File: src/design/i2c_slave_pkg.sv
/*
  shared constants and types of the two-wire sensor slave interface.
  assumes a 100 MHz core clock; the bus pins arrive asynchronously.
*/
package i2c_slave_pkg;

  // ==========================================================
  // timing
  localparam int CLK_PERIOD_NS    = 10;
  localparam int STRETCH_DUR_NS   = 60000;
  localparam int STRETCH_CYCLES   = (STRETCH_DUR_NS + CLK_PERIOD_NS - 1) / CLK_PERIOD_NS;
  localparam int STRETCH_CNT_W    = 16;

  // ==========================================================
  // address and field layout
  localparam logic [3:0] ADDR_UPPER     = 4'hC;
  localparam int         STRAP_W        = 3;
  localparam int         PTR_W          = 6;
  localparam int         BYTE_W         = 8;
  localparam int         IDX_W          = 3;
  localparam int         BITS_PER_BYTE  = 8;
  localparam logic [PTR_W-1:0] PTR_RESET = 6'h00;
  localparam int         FIFO_DEPTH     = 8;

  // ==========================================================
  // types
  typedef struct packed {
    logic [PTR_W-1:0]  reg_ptr;
    logic [IDX_W-1:0]  byte_idx;
    logic [BYTE_W-1:0] data;
  } wr_word_t;

  typedef enum logic [8:0] {
    ST_IDLE     = 9'h001,
    ST_ADDR     = 9'h002,
    ST_ADDR_ACK = 9'h004,
    ST_WR_DATA  = 9'h008,
    ST_WR_ACK   = 9'h010,
    ST_STRETCH  = 9'h020,
    ST_RD_DATA  = 9'h040,
    ST_RD_ACK   = 9'h080,
    ST_IGNORE   = 9'h100
  } link_state_t;

endpackage

File: src/design/byte_fifo.sv
/*
  synchronous FIFO with valid/ready on both sides.
  assumes one clock with a clock enable and an active-low async reset.
*/
`timescale 1ns/1ps
module byte_fifo #(
  parameter int WIDTH = 17,
  parameter int DEPTH = 8
) (
  input  wire logic             clk_in,
  input  wire logic             nrst_in,
  input  wire logic             ce_in,
  input  wire logic             in_valid_in,
  output logic                  in_ready_out,
  input  wire logic [WIDTH-1:0] in_data_in,
  output logic                  out_valid_out,
  input  wire logic             out_ready_in,
  output logic [WIDTH-1:0]      out_data_out
);
  localparam int AW = $clog2(DEPTH);

  logic [WIDTH-1:0] mem [DEPTH];
  logic [AW-1:0]    wr_ptr_ff;
  logic [AW-1:0]    rd_ptr_ff;
  logic [AW:0]      count_ff;
  logic             push;
  logic             pop;

  assign in_ready_out  = (count_ff != (AW+1)'(DEPTH));
  assign out_valid_out = (count_ff != '0);
  assign out_data_out  = mem[rd_ptr_ff];
  assign push          = in_valid_in && in_ready_out;
  assign pop           = out_valid_out && out_ready_in;

  // ==========================================================
  // storage
  always_ff @(posedge clk_in) begin
    if (ce_in && push) begin
      mem[wr_ptr_ff] <= in_data_in;
    end
  end

  // ==========================================================
  // pointers
  always_ff @(posedge clk_in or negedge nrst_in) begin
    if (!nrst_in) begin
      wr_ptr_ff <= '0;
      rd_ptr_ff <= '0;
      count_ff  <= '0;
    end else if (ce_in) begin
      if (push) begin
        wr_ptr_ff <= (wr_ptr_ff == AW'(DEPTH-1)) ? '0 : wr_ptr_ff + 1'b1;
      end
      if (pop) begin
        rd_ptr_ff <= (rd_ptr_ff == AW'(DEPTH-1)) ? '0 : rd_ptr_ff + 1'b1;
      end
      if (push && !pop) begin
        count_ff <= count_ff + 1'b1;
      end else if (pop && !push) begin
        count_ff <= count_ff - 1'b1;
      end
    end
  end
endmodule // byte_fifo

File: src/design/i2c_sensor_slave_interface.sv
/*
  two-wire serial slave front end of a temperature sensor: start/stop
  detection, address match, pointer, write bytes into a FIFO, reads with
  clock stretching and auto-increment.
  assumes register storage on the same clock answers rd_req_out; the bus
  pins and the address strap are asynchronous and pass two flip-flops.
*/
`timescale 1ns/1ps
module i2c_sensor_slave_interface #(
  parameter int STRETCH_CYCLES = i2c_slave_pkg::STRETCH_CYCLES,
  parameter int FIFO_DEPTH     = i2c_slave_pkg::FIFO_DEPTH
) (
  input  wire logic                                 clk_in,
  input  wire logic                                 nrst_in,
  input  wire logic                                 ce_in,
  input  wire logic                                 scl_in,
  output logic                                      scl_out,
  output logic                                      scl_oe_out,
  input  wire logic                                 sda_in,
  output logic                                      sda_out,
  output logic                                      sda_oe_out,
  input  wire logic [i2c_slave_pkg::STRAP_W-1:0]    strapped_address_low_bits_in,
  output i2c_slave_pkg::wr_word_t                   wr_word_out,
  output logic                                      wr_valid_out,
  input  wire logic                                 wr_ready_in,
  output logic                                      rd_req_out,
  output logic [i2c_slave_pkg::PTR_W-1:0]           rd_addr_out,
  input  wire logic [i2c_slave_pkg::BYTE_W-1:0]     rd_data_in,
  output logic [i2c_slave_pkg::PTR_W-1:0]           pointer_out,
  output logic                                      bus_busy_out
);
  localparam int SW = i2c_slave_pkg::STRAP_W;
  localparam int PW = i2c_slave_pkg::PTR_W;
  localparam int BW = i2c_slave_pkg::BYTE_W;
  localparam int CW = i2c_slave_pkg::STRETCH_CNT_W;
  localparam int NS = SW + 2;
  localparam logic [CW-1:0] STR_LAST = CW'(STRETCH_CYCLES - 1);
  localparam logic [CW-1:0] STR_LOAD = CW'(STRETCH_CYCLES - 3);
  localparam logic [3:0]    BYTE_END = 4'(i2c_slave_pkg::BITS_PER_BYTE);
  localparam logic [3:0]    LAST_FALL = 4'(i2c_slave_pkg::BITS_PER_BYTE - 1);
  i2c_slave_pkg::link_state_t state_ff;
  logic [NS-1:0]     in_meta_ff;
  logic [NS-1:0]     in_sync_ff;
  logic              scl_prev_ff;
  logic              sda_prev_ff;
  logic [SW-1:0]     strap_ff;
  logic              strap_done_ff;
  logic [3:0]        bit_cnt_ff;
  logic [BW-1:0]     rx_sh_ff;
  logic              rw_ff;
  logic              first_ff;
  logic              mack_ff;
  logic [i2c_slave_pkg::IDX_W-1:0] byte_idx_ff;
  logic [CW-1:0]     str_cnt_ff;
  logic [BW-1:0]     tx_sh_ff;
  logic [BW-1:0]     tx_prev_ff;
  logic [PW-1:0]     pointer_ff;
  logic [PW-1:0]     rd_addr_ff;
  logic              rd_req_ff;
  logic              sda_oe_ff;
  logic              scl_oe_ff;
  logic              busy_ff;
  i2c_slave_pkg::wr_word_t wr_word_ff;
  logic              wr_valid_ff;
  logic scl_s;
  logic sda_s;
  logic scl_rise;
  logic scl_fall;
  logic start_det;
  logic stop_det;
  logic addr_match;
  logic byte_done;
  logic fifo_in_valid;
  logic fifo_in_ready;
  logic fifo_out_valid;
  logic fifo_out_ready;
  logic stretch_done;
  logic [$bits(i2c_slave_pkg::wr_word_t)-1:0] fifo_out_data;
  i2c_slave_pkg::wr_word_t fifo_in_word;

  // ==========================================================
  // input synchronisers and edge detection
  always_ff @(posedge clk_in or negedge nrst_in) begin
    if (!nrst_in) begin
      in_meta_ff <= {NS{1'b1}};
      in_sync_ff <= {NS{1'b1}};
    end else if (ce_in) begin
      in_meta_ff <= {strapped_address_low_bits_in, scl_in, sda_in};
      in_sync_ff <= in_meta_ff;
    end
  end
  assign scl_s = in_sync_ff[1];
  assign sda_s = in_sync_ff[0];
  always_ff @(posedge clk_in or negedge nrst_in) begin
    if (!nrst_in) begin
      scl_prev_ff <= 1'b1;
      sda_prev_ff <= 1'b1;
    end else if (ce_in) begin
      scl_prev_ff <= scl_s;
      sda_prev_ff <= sda_s;
    end
  end
  assign scl_rise  = scl_s && !scl_prev_ff;
  assign scl_fall  = !scl_s && scl_prev_ff;
  assign start_det = scl_s && scl_prev_ff && sda_prev_ff && !sda_s;
  assign stop_det  = scl_s && scl_prev_ff && !sda_prev_ff && sda_s;
  assign byte_done = scl_fall && (bit_cnt_ff == BYTE_END);
  assign addr_match = (rx_sh_ff[BW-1:1] ==
                       {i2c_slave_pkg::ADDR_UPPER, strap_ff});
  assign stretch_done = (str_cnt_ff == STR_LAST);
  // strap caught at the first start, once the synchronisers hold it
  always_ff @(posedge clk_in or negedge nrst_in) begin
    if (!nrst_in) begin
      strap_ff      <= '0;
      strap_done_ff <= 1'b0;
    end else if (ce_in && !strap_done_ff && start_det) begin
      strap_ff      <= in_sync_ff[NS-1:2];
      strap_done_ff <= 1'b1;
    end
  end

  // ==========================================================
  // bus busy tracking
  always_ff @(posedge clk_in or negedge nrst_in) begin
    if (!nrst_in) begin
      busy_ff <= 1'b0;
    end else if (ce_in) begin
      if (start_det) begin
        busy_ff <= 1'b1;
      end else if (stop_det) begin
        busy_ff <= 1'b0;
      end
    end
  end

  // ==========================================================
  // protocol state machine
  always_ff @(posedge clk_in or negedge nrst_in) begin
    if (!nrst_in) begin
      state_ff   <= i2c_slave_pkg::ST_IDLE;
      bit_cnt_ff <= '0;
      rx_sh_ff   <= '0;
      rw_ff      <= 1'b0;
      first_ff   <= 1'b0;
      mack_ff    <= 1'b0;
    end else if (ce_in) begin
      if (start_det) begin
        state_ff   <= i2c_slave_pkg::ST_ADDR;
        bit_cnt_ff <= '0;
      end else if (stop_det) begin
        state_ff   <= i2c_slave_pkg::ST_IDLE;
      end else begin
        unique case (state_ff)
          i2c_slave_pkg::ST_IDLE, i2c_slave_pkg::ST_IGNORE: begin
            bit_cnt_ff <= '0;
          end
          i2c_slave_pkg::ST_ADDR, i2c_slave_pkg::ST_WR_DATA: begin
            if (scl_rise) begin
              rx_sh_ff   <= {rx_sh_ff[BW-2:0], sda_s};
              bit_cnt_ff <= bit_cnt_ff + 1'b1;
            end else if (byte_done) begin
              bit_cnt_ff <= '0;
              if (state_ff == i2c_slave_pkg::ST_ADDR) begin
                rw_ff    <= rx_sh_ff[0];
                state_ff <= addr_match ? i2c_slave_pkg::ST_ADDR_ACK
                                       : i2c_slave_pkg::ST_IGNORE;
              end else begin
                state_ff <= (first_ff || fifo_in_ready) ? i2c_slave_pkg::ST_WR_ACK
                                                        : i2c_slave_pkg::ST_IGNORE;
              end
            end
          end
          i2c_slave_pkg::ST_ADDR_ACK: begin
            if (scl_fall) begin
              first_ff <= 1'b1;
              state_ff <= rw_ff ? i2c_slave_pkg::ST_STRETCH
                                : i2c_slave_pkg::ST_WR_DATA;
            end
          end
          i2c_slave_pkg::ST_WR_ACK: begin
            if (scl_fall) begin
              first_ff <= 1'b0;
              state_ff <= i2c_slave_pkg::ST_WR_DATA;
            end
          end
          i2c_slave_pkg::ST_STRETCH: begin
            bit_cnt_ff <= '0;
            if (stretch_done || scl_rise) begin
              state_ff <= i2c_slave_pkg::ST_RD_DATA;
            end
          end
          i2c_slave_pkg::ST_RD_DATA: begin
            if (scl_fall) begin
              bit_cnt_ff <= bit_cnt_ff + 1'b1;
              if (bit_cnt_ff == LAST_FALL) begin
                bit_cnt_ff <= '0;
                state_ff   <= i2c_slave_pkg::ST_RD_ACK;
              end
            end
          end
          i2c_slave_pkg::ST_RD_ACK: begin
            if (scl_rise) begin
              mack_ff <= !sda_s;
            end else if (scl_fall) begin
              state_ff <= mack_ff ? i2c_slave_pkg::ST_STRETCH
                                  : i2c_slave_pkg::ST_IGNORE;
            end
          end
        endcase
      end
    end
  end

  // ==========================================================
  // register pointer and read address
  always_ff @(posedge clk_in or negedge nrst_in) begin
    if (!nrst_in) begin
      pointer_ff  <= i2c_slave_pkg::PTR_RESET;
      byte_idx_ff <= '0;
    end else if (ce_in && state_ff == i2c_slave_pkg::ST_WR_DATA && byte_done) begin
      if (first_ff) begin
        pointer_ff  <= rx_sh_ff[PW-1:0];
        byte_idx_ff <= '0;
      end else if (fifo_in_ready) begin
        byte_idx_ff <= byte_idx_ff + 1'b1;
      end
    end
  end
  always_ff @(posedge clk_in or negedge nrst_in) begin
    if (!nrst_in) begin
      rd_addr_ff <= i2c_slave_pkg::PTR_RESET;
      rd_req_ff  <= 1'b0;
    end else if (ce_in) begin
      rd_req_ff <= 1'b0;
      if (!start_det && !stop_det && scl_fall) begin
        if (state_ff == i2c_slave_pkg::ST_ADDR_ACK && rw_ff) begin
          rd_addr_ff <= pointer_ff;
          rd_req_ff  <= 1'b1;
        end else if (state_ff == i2c_slave_pkg::ST_RD_ACK && mack_ff) begin
          rd_addr_ff <= rd_addr_ff + 1'b1;
          rd_req_ff  <= 1'b1;
        end
      end
    end
  end

  // ==========================================================
  // clock stretch and transmit shifter
  always_ff @(posedge clk_in or negedge nrst_in) begin
    if (!nrst_in) begin
      str_cnt_ff <= '0;
    end else if (ce_in) begin
      if (state_ff == i2c_slave_pkg::ST_STRETCH && !stretch_done) begin
        str_cnt_ff <= str_cnt_ff + 1'b1;
      end else begin
        str_cnt_ff <= '0;
      end
    end
  end
  always_ff @(posedge clk_in or negedge nrst_in) begin
    if (!nrst_in) begin
      tx_sh_ff   <= '0;
      tx_prev_ff <= '0;
    end else if (ce_in) begin
      if (state_ff == i2c_slave_pkg::ST_STRETCH) begin
        if (scl_rise && str_cnt_ff <= STR_LOAD) begin
          tx_sh_ff <= tx_prev_ff;
        end else if (str_cnt_ff == STR_LOAD) begin
          tx_sh_ff   <= rd_data_in;
          tx_prev_ff <= rd_data_in;
        end
      end else if (state_ff == i2c_slave_pkg::ST_RD_DATA && scl_fall) begin
        tx_sh_ff <= {tx_sh_ff[BW-2:0], 1'b0};
      end
    end
  end

  // ==========================================================
  // pin drivers, open drain
  always_ff @(posedge clk_in or negedge nrst_in) begin
    if (!nrst_in) begin
      sda_oe_ff <= 1'b0;
      scl_oe_ff <= 1'b0;
    end else if (ce_in) begin
      unique case (state_ff)
        i2c_slave_pkg::ST_ADDR_ACK, i2c_slave_pkg::ST_WR_ACK:
          sda_oe_ff <= 1'b1;
        i2c_slave_pkg::ST_RD_DATA:
          sda_oe_ff <= !tx_sh_ff[BW-1];
        i2c_slave_pkg::ST_STRETCH:
          sda_oe_ff <= (str_cnt_ff > STR_LOAD) && !tx_sh_ff[BW-1];
        default:
          sda_oe_ff <= 1'b0;
      endcase
      scl_oe_ff <= (state_ff == i2c_slave_pkg::ST_STRETCH) && !stretch_done
                   && !scl_rise;
    end
  end

  // ==========================================================
  // write path FIFO and output stage
  assign fifo_in_valid = ce_in && !start_det && !stop_det && byte_done
                         && state_ff == i2c_slave_pkg::ST_WR_DATA && !first_ff;
  assign fifo_in_word  = '{reg_ptr: pointer_ff, byte_idx: byte_idx_ff,
                           data: rx_sh_ff};
  assign fifo_out_ready = ce_in && (!wr_valid_ff || wr_ready_in);
  byte_fifo #(
    .WIDTH ($bits(i2c_slave_pkg::wr_word_t)),
    .DEPTH (FIFO_DEPTH)
  ) u_wr_fifo (
    .clk_in        (clk_in),
    .nrst_in       (nrst_in),
    .ce_in         (ce_in),
    .in_valid_in   (fifo_in_valid),
    .in_ready_out  (fifo_in_ready),
    .in_data_in    (fifo_in_word),
    .out_valid_out (fifo_out_valid),
    .out_ready_in  (fifo_out_ready),
    .out_data_out  (fifo_out_data)
  );
  always_ff @(posedge clk_in or negedge nrst_in) begin
    if (!nrst_in) begin
      wr_valid_ff <= 1'b0;
      wr_word_ff  <= '0;
    end else if (ce_in && fifo_out_ready) begin
      wr_valid_ff <= fifo_out_valid;
      if (fifo_out_valid) begin
        wr_word_ff <= fifo_out_data;
      end
    end
  end
  assign scl_out      = 1'b0;
  assign sda_out      = 1'b0;
  assign scl_oe_out   = scl_oe_ff;
  assign sda_oe_out   = sda_oe_ff;
  assign wr_word_out  = wr_word_ff;
  assign wr_valid_out = wr_valid_ff;
  assign rd_req_out   = rd_req_ff;
  assign rd_addr_out  = rd_addr_ff;
  assign pointer_out  = pointer_ff;
  assign bus_busy_out = busy_ff;
endmodule // i2c_sensor_slave_interface

File: config.mk
export PLATFORM = sky130hd
export DESIGN_NAME = i2c_sensor_slave_interface
export DESIGN_NICKNAME = d
export VERILOG_FILES = /design/src/design/i2c_slave_pkg.sv /design/src/design/byte_fifo.sv /design/src/design/i2c_sensor_slave_interface.sv
export SDC_FILE = /design/constraint.sdc
export NUM_CORES = 1
export LEC_CHECK = 0
export BUFFER_PORTS_ARGS = -buffer_cell sky130_fd_sc_hd__buf_2
export CAP_MARGIN = 20
export CORE_ASPECT_RATIO = 1.4
export CORE_MARGIN = 2
export CORE_UTILIZATION = 45
export CTS_CLUSTER_DIAMETER = 30
export CTS_CLUSTER_SIZE = 16
export DETAILED_ROUTE_END_ITERATION = 8
export GPL_ROUTABILITY_DRIVEN = 0
export SLEW_MARGIN = 20
export SYNTH_ARGS = -nofsm -noshare
export SYNTH_HDL_FRONTEND = slang
export SYNTH_HIERARCHICAL = 1
export SYNTH_SLANG_ARGS = --single-unit
File: constraint.sdc
create_clock -name clk_in -period 4.3 [get_ports clk_in]
set_input_delay 0.215 -clock clk_in [delete_from_list [all_inputs] [get_ports clk_in]]
set_output_delay 0.215 -clock clk_in [all_outputs]
set_load 0.005 [all_outputs]
Yosys cells after proc, flatten, opt, wreduce, memory -nomap -nowiden
Memories as Yosys holds them, arrays and structs flattened. A register that Yosys moved wholly into a read port is not among the register bits.
Index checks and enable logic that the tools add are counted.
{"block": "word_totals", "ramBits": 136, "n_memories": 1, "input_bits": 17, "elab_cells": 200, "ff_bits": 102}
{"block": "op_classes", "bitwise": 4, "n_mux": 48, "n_lt_le_gt_ge": 2, "n_eq_ne": 32, "reduce_logical": 79, "add_sub_neg": 8}
{"name": "u_wr_fifo.mem", "depth": 8, "word_bits": 17, "read_ports": 1, "rd_clocked_by_memory_dff": 1, "write_ports": 1, "line_no": "byte_fifo.sv:22", "text": "logic [WIDTH-1:0] mem [DEPTH];"}
{"operator": "two-way mux 9 bit", "n": 15}
{"operator": "case mux 9 bit (6 select lines)", "n": 1}
{"operator": "!= test 4 bit, second input constant", "n": 11}
{"operator": "logical AND 1 bit", "n": 33}
{"operator": "equality test 16 x 13 -> 1 bit, second input constant", "n": 2}
{"operator": "two-way mux 4 bit", "n": 8}
{"operator": "two-way mux 8 bit", "n": 4}
{"operator": "two-way mux 6 bit", "n": 3}
{"operator": "adder 16 x 1 -> 16 bit, second input constant", "n": 1}
{"operator": "greater-than comparator 16 x 13 -> 1 bit, second input constant", "n": 1}
{"operator": "less-or-equal comparator 16 x 13 -> 1 bit, second input constant", "n": 1}
{"operator": "two-way mux 16 bit", "n": 1}
{"operator": "logical NOT 1 bit", "n": 15}
{"operator": "AND reduction 5 bit", "n": 3}
{"operator": "AND reduction 2 bit", "n": 7}
{"operator": "two-way mux 3 bit", "n": 4}
{"operator": "case mux 4 bit (3 select lines)", "n": 1}
{"operator": "nonzero test 2 bit", "n": 6}
{"operator": "AND reduction 11 bit", "n": 1}
{"operator": "adder 3 x 1 -> 3 bit, second input constant", "n": 3}
{"operator": "equality test 9 x 1 -> 1 bit, second input constant", "n": 1}
{"operator": "equality test 9 x 2 -> 1 bit, second input constant", "n": 1}
{"operator": "equality test 9 x 3 -> 1 bit, second input constant", "n": 1}
{"operator": "equality test 9 x 4 -> 1 bit, second input constant", "n": 1}
{"operator": "other kinds (28)", "n": 48}

Longest topological paths before layout
Gate-level depths: netlist of run 1.
{"block": "logic_depth", "ltp_word": 14, "depth_mapped": 13, "mapped_depth_nobuf": 12}

Modules after synthesis
The synthesis of run 1 kept the hierarchy.
{"module": "byte_fifo", "cells_per_inst": 263, "area_per_inst_um2": 5933.2, "n_inst": 1, "seq_area_each_um2": 4334.2}
{"module": "i2c_sensor_slave_interface", "cells_per_inst": 504, "area_per_inst_um2": 5396.4, "n_inst": 1, "seq_area_each_um2": 2743.9}

Least setup slack after synthesis of run 1
Ideal clock, no wire load.
{"block": "synth_timing", "kind": "register to register", "from": "register state_ff[5]", "to": "memory u_wr_fifo.mem[0][0] (enable)", "stages_incl_launch_ff": 9, "n_path_buf": 2, "arrival_time_ps": 3467, "setup_slack_ps": 398, "required_time_ps": 3865, "path_cell_list": "dfrtp_1 > buf_2 > nor4_2 > nand4b_1 > or3_1 > clkbuf_1 > nor2_1 > nand3_2 > nor4_1"}
{"block": "synth_between", "elab_chain_cells": 7}
{"item": "start, declared", "line_no": "i2c_sensor_slave_interface.sv:41", "text": "i2c_slave_pkg::link_state_t state_ff;"}
{"item": "start signal, assigned", "line_no": "i2c_sensor_slave_interface.sv:140", "text": "state_ff <= i2c_slave_pkg::ST_IDLE;"}
{"item": "start signal, assigned", "line_no": "i2c_sensor_slave_interface.sv:148", "text": "state_ff <= i2c_slave_pkg::ST_ADDR;"}
{"item": "start signal, assigned", "line_no": "i2c_sensor_slave_interface.sv:151", "text": "state_ff <= i2c_slave_pkg::ST_IDLE;"}
{"item": "equality test 9 x 4 -> 1 bit", "line_no": "i2c_sensor_slave_interface.sv:303", "text": "&& state_ff == i2c_slave_pkg::ST_WR_DATA && !first_ff;"}
{"item": "logical AND 1 bit (2 in a row)", "line_no": "i2c_sensor_slave_interface.sv:303"}
{"item": "named net fifo_in_valid", "line_no": "i2c_sensor_slave_interface.sv:73", "text": "logic fifo_in_valid;"}
{"item": "logical AND 1 bit", "line_no": "byte_fifo.sv:32", "text": "assign push = in_valid_in && in_ready_out;"}
{"item": "logical AND 1 bit", "line_no": "byte_fifo.sv:38", "text": "if (ce_in && push) begin"}
{"item": "two-way mux 1 bit", "line_no": "byte_fifo.sv:38"}
{"item": "two-way mux 1 bit (not written as such)", "line_no": "byte_fifo.sv:39", "text": "mem[wr_ptr_ff] <= in_data_in;"}
{"item": "end, declared", "line_no": "byte_fifo.sv:22"}
The timed path passes the listed nets, and every way through them passes these cells.

Worst setup path after layout of run 1
{"block": "layout_timing", "from": "register state_ff[1]", "to": "register u_wr_fifo.count_ff[3]"}
{"block": "layout_between", "elab_chain_cells": 8}
{"item": "equality test 9 x 4 -> 1 bit *", "line_no": "i2c_sensor_slave_interface.sv:303"}
{"item": "logical AND 1 bit * (2 in a row)", "line_no": "i2c_sensor_slave_interface.sv:303"}
{"item": "named net fifo_in_valid", "line_no": "i2c_sensor_slave_interface.sv:73"}
{"item": "logical AND 1 bit *", "line_no": "byte_fifo.sv:32"}
{"item": "logical NOT 1 bit", "line_no": "byte_fifo.sv:59", "text": "end else if (pop && !push) begin"}
{"item": "logical AND 1 bit", "line_no": "byte_fifo.sv:59"}
{"item": "nonzero test 2 bit (no source line)"}
{"item": "AND reduction 2 bit (no source line)"}
{"item": "end signal, assigned", "line_no": "byte_fifo.sv:58", "text": "count_ff <= count_ff + 1'b1;"}
{"item": "end signal, assigned", "line_no": "byte_fifo.sv:60", "text": "count_ff <= count_ff - 1'b1;"}
{"item": "end, declared", "line_no": "byte_fifo.sv:25", "text": "logic [AW:0] count_ff;"}
The timed path passes the listed nets; every way through them passes the cells marked *.
A chain may end at the register's enable or synchronous reset.

==> impl_metrics.csv, run 1 <==
group,metric,value,unit
critical_path,critical_path.startpoint_type,"flip-flop",
run,drv.max_cap_violation_count,0,
placed_design,place_area,12000,sq um
timing,report.final.setup_viol,0,
synthesis,synth_cells,767,
critical_path,crit_slowest_cell,"sky130_fd_sc_hd__or4b_2",
route,drtPass1Iterations,4,
synthesis,synth.most_common_cell,"sky130_fd_sc_hd__edfxtp_1",
pwr,finalPower,0.00668,W
synthesis,syn-mean-instance-area,14.8,sq um
clocking,h_tree_depth,2,
clocking,tritoncts_clock_tree,"built",
critical_path,cp-end-kind,"flip-flop",
synthesis,async_sr_flop_fraction,0.467,
synthesis,synth_commonest_cells,"sky130_fd_sc_hd__edfxtp_1, sky130_fd_sc_hd__dfrtp_1, sky130_fd_sc_hd__mux2_2",
floorplan,die_area,26500,sq um
placed_design,post-place-cells,1120,
global_route,grt_overflow_total,0,
cells_and_area,final_design_utilization,0.549,
critical_path,critical_path_class,"reg2reg",
timing,final.period_utilization,0.908,
critical_path,reg2reg_to,"u_wr_fifo/count_ff[3]",
synthesis,synth_flop_cell,"sky130_fd_sc_hd__edfxtp_1",
synthesis,ys_ff_latch,255,
critical_path,ff_to_ff_setup_slack,0.40,ns
route,total_vias_in_the_final_route,6829,
worst_hold_path,timing.hold.worst_endpoint,"wr_valid_out",
synthesis,synth_area_leader_cell,"sky130_fd_sc_hd__edfxtp_1",
timing,final_period_demand_of_the_worst_path,3.90,ns
placed_design,portBuffers,50,
cells_and_area,diodes,0,
cells_and_area,post_route_cells_drive_above_1_share,0.298,
worst_hold_path,hp-start,"wr_ready_in",
pwr,clkPwrFrac,0.500,
timing,setup_total_negative_slack,0,ns
clocking,clock-sinks,255,
floorplan,core_area,24700,sq um
floorplan,placementRows,68,
synthesis,yosysUniqueCellTypes,69,
clocking,clkLatencyLatePin,0.52,ns
pwr,power-per-cell-area,493,nW/um^2
cells_and_area,syn2layout_area_growth,19.5,%
synthesis,netlist_area,11300,sq um
worst_hold_path,hold_path_class,"in2reg",
pwr,power.internal,0.00508,W
route,wl_per_cell,19.6,um
critical_path,path_max_fanout,6,
clocking,numCtsBuffers,41,
global_route,grt_pass1_vias,7143,
pwr,comb_power_share,0.079,
cells_and_area,post_layout_nonfiller_instances,1209,
pwr,swShare,0.239,
critical_path,timing.critical_path.arrival,4.28,ns
critical_path,worstPathCellList,"nor4_2, nand4b_1, or3_1, nor2_1, and2_1, ha_1, inv_1, ha_1, or4b_2, o221ai_1, o211ai_1",
global_route,number_of_antenna_violations_at_the_first_check_in_global_routing,0,
pwr,total_leakage_power,5.63,nW
timing,finalMaxSlewViolations,0,
floorplan,die_span_in_x,138,um
cells_and_area,multi_input_area,4050,sq um
floorplan,die_y,192,um
synthesis,synth.yosys.seq_area_share,0.625,
critical_path,critical_path_required,4.67,ns
critical_path,slowest_delay,0.65,ns
route,detailedRoute.firstIterationViolations,430,
global_route,grt_pass1_wl,37600,um
route,drc,0,
critical_path,worstReg2RegStart,"state_ff[1]",
pwr,vdd_ir_drop_max,316,uV
clocking,clockRootBuffer,"sky130_fd_sc_hd__clkbuf_16",
timing,final.setup_skew,0.0226,ns
worst_hold_path,min_path_cells,3,
critical_path,worst_r2r_path_depth,11,
clocking,clk_transition_reported_paths,0.05,ns
pwr,sequentialPowerShare,0.420,
cells_and_area,final_nets,894,
synthesis,synth_enable_flop_cells,136,
synthesis,area_share_of_the_leading_cell_type_in_the_synthesized_netlist,0.360,
floorplan,ioPinCount,53,
timing,timing.max_slew.rel_slack,0.275,
cells_and_area,final_design_area_no_fill,13500,sq um
route,wirelength,23700,um
clocking,clock_tree.buffer_depth,3,
outcome,run_status,"finished, final reports clean",
timing,timing.fmax,256,MHz
route,vias_per_instance,5.65,
critical_path,cpMostUsedCell,"sky130_fd_sc_hd__ha_1",
timing,hold_violations,0,
synthesis,synth-warning-count,6,
route,antenna_violating_nets_post_route,0,
cells_and_area,final.fill_count,2005,
timing,grt_setup_unrepaired,"no",
pwr,p_sw,0.00160,W
placed_design,place_hpwl,15800,um
cells_and_area,ff_latch_area,7080,sq um
timing,tightest_slew,1.09,ns
global_route,globalRouteTotalUtil,0.179,
floorplan,floorplan.initialDensity,0.459,
global_route,grt_start_max_net_pins,69,
synthesis,synth_top_cells_by_area,"sky130_fd_sc_hd__edfxtp_1, sky130_fd_sc_hd__dfrtp_1, sky130_fd_sc_hd__mux2_2, sky130_fd_sc_hd__mux4_1, sky130_fd_sc_hd__dfstp_2",
## metrics by stage
step                      setup slack (ns)  hold WS (ns)
after floorplan                      0.398       -0.0806
after global placement               0.579         0.374
after detailed placement             0.445         0.389
after CTS                            0.428        0.0727
after global routing                 0.153        0.0826
final                                0.397        0.0815
## how the worst max path moves through the flow
stage	slack (ns)	startpoint	to	depth (start not counted)
detailed placement	0.44	state_ff[1]	u_wr_fifo/count_ff[3]	11
global placement	0.58	state_ff[1]	u_wr_fifo/count_ff[3]	11
finish	0.40	state_ff[1]	u_wr_fifo/count_ff[3]	11
global route	0.15	state_ff[5]	u_wr_fifo/count_ff[3]	11
CTS	0.43	state_ff[1]	u_wr_fifo/count_ff[3]	11
floorplan	0.40	state_ff[5]	u_wr_fifo/mem[0][0]	8
## power groups by stage
stage	combinational (W)	sequential (W)	clock [W]
final	0.000531	0.00281	0.00334
after global routing	0.000590	0.00282	0.00352
after CTS	0.000530	0.00281	0.00341
after detailed placement	0.000517	0.00285	0
after global placement	0.000503	0.00284	0
after floorplan	0.000389	0.00280	0
## cells by family (layout without fill, tap and decap cells)
logic type | Yosys count | after routing | share of synthesized area
other | 1 | 2 | 0.000331
adders and majority gates | 15 | 15 | 0.0172
DFF | 255 | 255 | 0.625
AOI/OAI and AO/OA | 108 | 108 | 0.0625
muxes | 125 | 125 | 0.168
and+or+nand+nor | 197 | 197 | 0.0928
xor gates and xnor gates | 17 | 17 | 0.0131
buffers and inverters | 49 | 175 | 0.0211
## layer usage
layer  vias up  track usage  routed length [um]
met4         0       0.0667                 719
met3        58       0.0307                 816
met1      3452        0.189                8860
met2       149        0.355               13300
li1       3170            -                   -
met5         -            0                   0
## cell type report
type,count,area share
Clock inverter,30,0.0275
Tap cell,315,0.0291
Timing Repair Buffer,81,0.0384
Multi-Input combinational cell,464,0.299
Clock buffer,45,0.0776
Inverter,19,0.00527
Sequential cell,255,0.523
## sequential cells by signal, indices dropped and copies added, names as in the netlist, 6 cells and up
register,cells
u_wr_fifo/mem,136
wr_word_out,17
str_cnt_ff,16
state_ff,9
rx_sh_ff,8
tx_prev_ff,8
tx_sh_ff,8
pointer_out,6
rd_addr_out,6
## cells in the final DEF, fill, tap and decap left out, types with 4 or more instances in the layout
master	instances
sky130_fd_sc_hd__or3_1	5
sky130_fd_sc_hd__ha_1	14
sky130_fd_sc_hd__dlygate4sd3_1	14
sky130_fd_sc_hd__nand2b_1	9
sky130_fd_sc_hd__xor2_1	10
sky130_fd_sc_hd__edfxtp_1	136
sky130_fd_sc_hd__nand2_1	46
sky130_fd_sc_hd__buf_4	18
sky130_fd_sc_hd__bufinv_16	6
sky130_fd_sc_hd__nand4_1	8
sky130_fd_sc_hd__nor3_2	5
sky130_fd_sc_hd__a21oi_1	22
sky130_fd_sc_hd__buf_2	49
sky130_fd_sc_hd__mux2_2	84
sky130_fd_sc_hd__o21ai_0	34
sky130_fd_sc_hd__inv_1	19
sky130_fd_sc_hd__mux4_1	33
sky130_fd_sc_hd__inv_6	10
sky130_fd_sc_hd__nand3_1	25
sky130_fd_sc_hd__nor3_1	9
sky130_fd_sc_hd__a31o_2	9
sky130_fd_sc_hd__a31oi_1	6
sky130_fd_sc_hd__dfrtp_1	106
sky130_fd_sc_hd__nand4b_1	5
sky130_fd_sc_hd__nor2b_1	9
sky130_fd_sc_hd__dfstp_2	13
sky130_fd_sc_hd__clkinv_4	4
sky130_fd_sc_hd__mux2i_1	7
sky130_fd_sc_hd__nor2_1	44
sky130_fd_sc_hd__clkbuf_16	41
sky130_fd_sc_hd__and3_1	4
sky130_fd_sc_hd__xnor2_1	7
sky130_fd_sc_hd__nor3b_1	4
sky130_fd_sc_hd__clkinv_2	5
sky130_fd_sc_hd__o31ai_1	12
## worst max-delay path, delay by kind of cell, from the launching register on
family,cells,cell delay [ns]
buffers and inverters,1,0.12
AOI/OAI and AO/OA,2,0.31
DFF,1,0.42
and+or+nand+nor,6,2.30
adders and majority gates,2,0.60
## timing repair
action                                 CTS  global route
resized for setup                        0             0
setup buffers                            0             0
hold buffers                            14             0
endpoints found under the hold margin   67             0
(Power assumes the default switching activity.)
==> run 2: changes to the inputs <==
Settings changed: REMOVE_ABC_BUFFERS from default to 1.
==> run 2 against run 1 <==
Effect of this change: count of clock-buffer cells in the layout rose by 8; cell count unchanged; first-iteration DRC count shrank 11%; worst hold slack lost 0.0059 ns; total power increased by 2.0%; critical endpoint unchanged.
==> impl_metrics.csv, run 2 (synthesis gave the netlist of run 1 again) <==
group,metric,value,unit
critical_path,slowest_delay,0.65,ns
critical_path,worstReg2RegStart,"state_ff[1]",
global_route,grt_pass1_wl,37000,um
route,drtPass1Iterations,5,
worst_hold_path,hp-start,"wr_ready_in",
critical_path,cpMostUsedCell,"sky130_fd_sc_hd__ha_1",
route,detail_route.wirelength.met1,8960,um
global_route,grt_overflow_total,0,
global_route,grt_start_max_net_pins,57,
floorplan,core_area,24700,sq um
route,wl_per_cell,19.0,um
cells_and_area,final_cell_mix,"sky130_fd_sc_hd__edfxtp_1, sky130_fd_sc_hd__dfrtp_1, sky130_fd_sc_hd__mux2_2, sky130_fd_sc_hd__buf_2, sky130_fd_sc_hd__nand2_1",
route,detailedRoute.firstIterationViolations,384,
floorplan,die_y,192,um
clocking,tritoncts_clock_tree,"built",
timing,timing.fmax,258,MHz
cells_and_area,largest_register_ffs,136,
worst_hold_path,hold_path_class,"in2reg",
timing,final.setup_skew,0.0226,ns
clocking,clock_tree.buffer_depth,3,
placed_design,pre_cts_ws,0.447,ns
timing,hold_violations,0,
floorplan,floorplan.initialDensity,0.459,
timing,finalMaxSlewViolations,0,
cells_and_area,post_route_cells_drive_above_1_share,0.296,
cells_and_area,largest_register,"u_wr_fifo/mem",
critical_path,worstPathCellList,"nor4_2, nand4b_1, or3_1, nor2_1, and2_1, ha_1, inv_1, ha_1, or4b_2, o221ai_1, o211ai_1",
global_route,number_of_antenna_violations_at_the_first_check_in_global_routing,0,
timing,final.hold.worst_slack,0.0757,ns
critical_path,critical_path.n_buffers_inverters,1,
timing,tightest_slew,1.06,ns
cells_and_area,mostFrequentLayoutCell,"sky130_fd_sc_hd__edfxtp_1",
floorplan,die_span_in_x,138,um
clocking,clockRootBuffer,"sky130_fd_sc_hd__clkbuf_16",
clocking,numCtsBuffers,42,
critical_path,critPathTopFamily,"simple AND/OR/NAND/NOR gates",
placed_design,portBuffers,50,
timing,grt_setup_unrepaired,"no",
placed_design,post-place-cells,1118,
critical_path,critical_path.startpoint_type,"flip-flop",
route,drc,0,
timing,final.period_utilization,0.902,
critical_path,critical_path_class,"reg2reg",
timing,timing.max_slew.rel_slack,0.283,
timing,final_period_demand_of_the_worst_path,3.88,ns
route,vias_per_instance,5.58,
timing,postLayoutSetupSlackWorst,0.421,ns
critical_path,cp-end-kind,"flip-flop",
floorplan,die_area,26500,sq um
floorplan,placementRows,68,
cells_and_area,syn2layout_area_growth,20.1,%
route,dr_wl_met3,939,um
outcome,run_status,"finished, final reports clean",
pwr,power-per-cell-area,501,nW/um^2
critical_path,path_max_fanout,6,
cells_and_area,final_design_utilization,0.551,
cells_and_area,diodes,0,
global_route,globalRouteTotalUtil,0.175,
route,wirelength,23000,um
cells_and_area,final_nets,893,
critical_path,critical_path_required,4.67,ns
clocking,clock-sinks,255,
floorplan,ioPinCount,53,
critical_path,timing.critical_path.arrival,4.25,ns
cells_and_area,post_layout_nonfiller_instances,1209,
route,antenna_violating_nets_post_route,0,
run,drv.max_cap_violation_count,0,
clocking,clk_transition_reported_paths,0.05,ns
timing,setup_total_negative_slack,0,ns
critical_path,timing.critical_path.from,"state_ff[1]",
clocking,ctsResizeCount,0,
clocking,clkLatencyLatePin,0.52,ns
critical_path,crit_slowest_cell,"sky130_fd_sc_hd__or4b_2",
global_route,grt_pass1_vias,6990,
route,total_vias_in_the_final_route,6744,
timing,report.final.setup_viol,0,
pwr,vdd_ir_drop_max,347,uV
route,met2RoutedLength,12500,um
clocking,h_tree_depth,2,
pwr,total_leakage_power,5.65,nW
placed_design,place_hpwl,15000,um
route,top_signal_layer_used,"met4",
[run 2: cell types whose count changed in the layout (fill, tap and decap cells not counted), sizes merged]
cell,before,now
clkbuf,45,53
clkinvlp,3,4
clkinv,9,7
buf,67,65
inv,31,26
[run 2: timing repair]
action                                  4_1_cts  5_1_grt
setup buffers                                 0        0
endpoints found under the hold margin        60        0
hold buffers                                 14        0
endpoints found under the setup margin        0        0
[run 2: per-layer routing]
metal | up-vias | GRT usage
met3 | 43 | 0.0312
met4 | 0 | 0.0608
met1 | 3388 | 0.198
met5 | - | 0
li1 | 3157 | -
met2 | 156 | 0.332
[run 2: final cells by class]
class | instances | area, sq um
Fill cell | 2024 | 11100
Sequential cell | 255 | 7080
Multi-Input combinational cell | 464 | 4050
Clock buffer | 53 | 1170
Timing Repair Buffer | 79 | 505
Tap cell | 315 | 394
Clock inverter | 24 | 332
Inverter | 19 | 71.3
[run 2: path summary, 6_finish.rpt]
check | slack [ns] | cells past startpoint | endpoint
max in group asynchronous | 2.98 | 3 | bit_cnt_ff[3]
hold / removal | 0.08 | 3 | wr_valid_out
setup / recovery | 0.42 | 11 | u_wr_fifo/count_ff[3]
min in group asynchronous | 0.33 | 2 | wr_word_out[16]
hold reg to reg | 0.47 | 1 | strap_done_ff
setup reg to reg | 0.42 | 11 | u_wr_fifo/count_ff[3]
[run 2: tightest hold or removal path: cells and delay by family]
kind / cells / cell delay (ns)
AOI/OAI and AO/OA: 2 / 0.24
buffers and inverters: 1 / 0.08
[run 2: stage by stage]
| stage | area [sq um] | power [W] |
|---|---|---|
| 2_1_floorplan | 11200 | 0.00318 |
| 3_3_place_gp | 12000 | 0.00334 |
| 3_5_place_dp | 12000 | 0.00337 |
| 4_1_cts | 13600 | 0.00689 |
| 5_1_grt | 13600 | 0.00709 |
| 6_report | 13600 | 0.00681 |
[run 2: power by group]
group          switching (W)  internal, W
Clock                0.00117      0.00232
Sequential          0.000116      0.00269
Combinational       0.000299     0.000230
Total                0.00158      0.00523
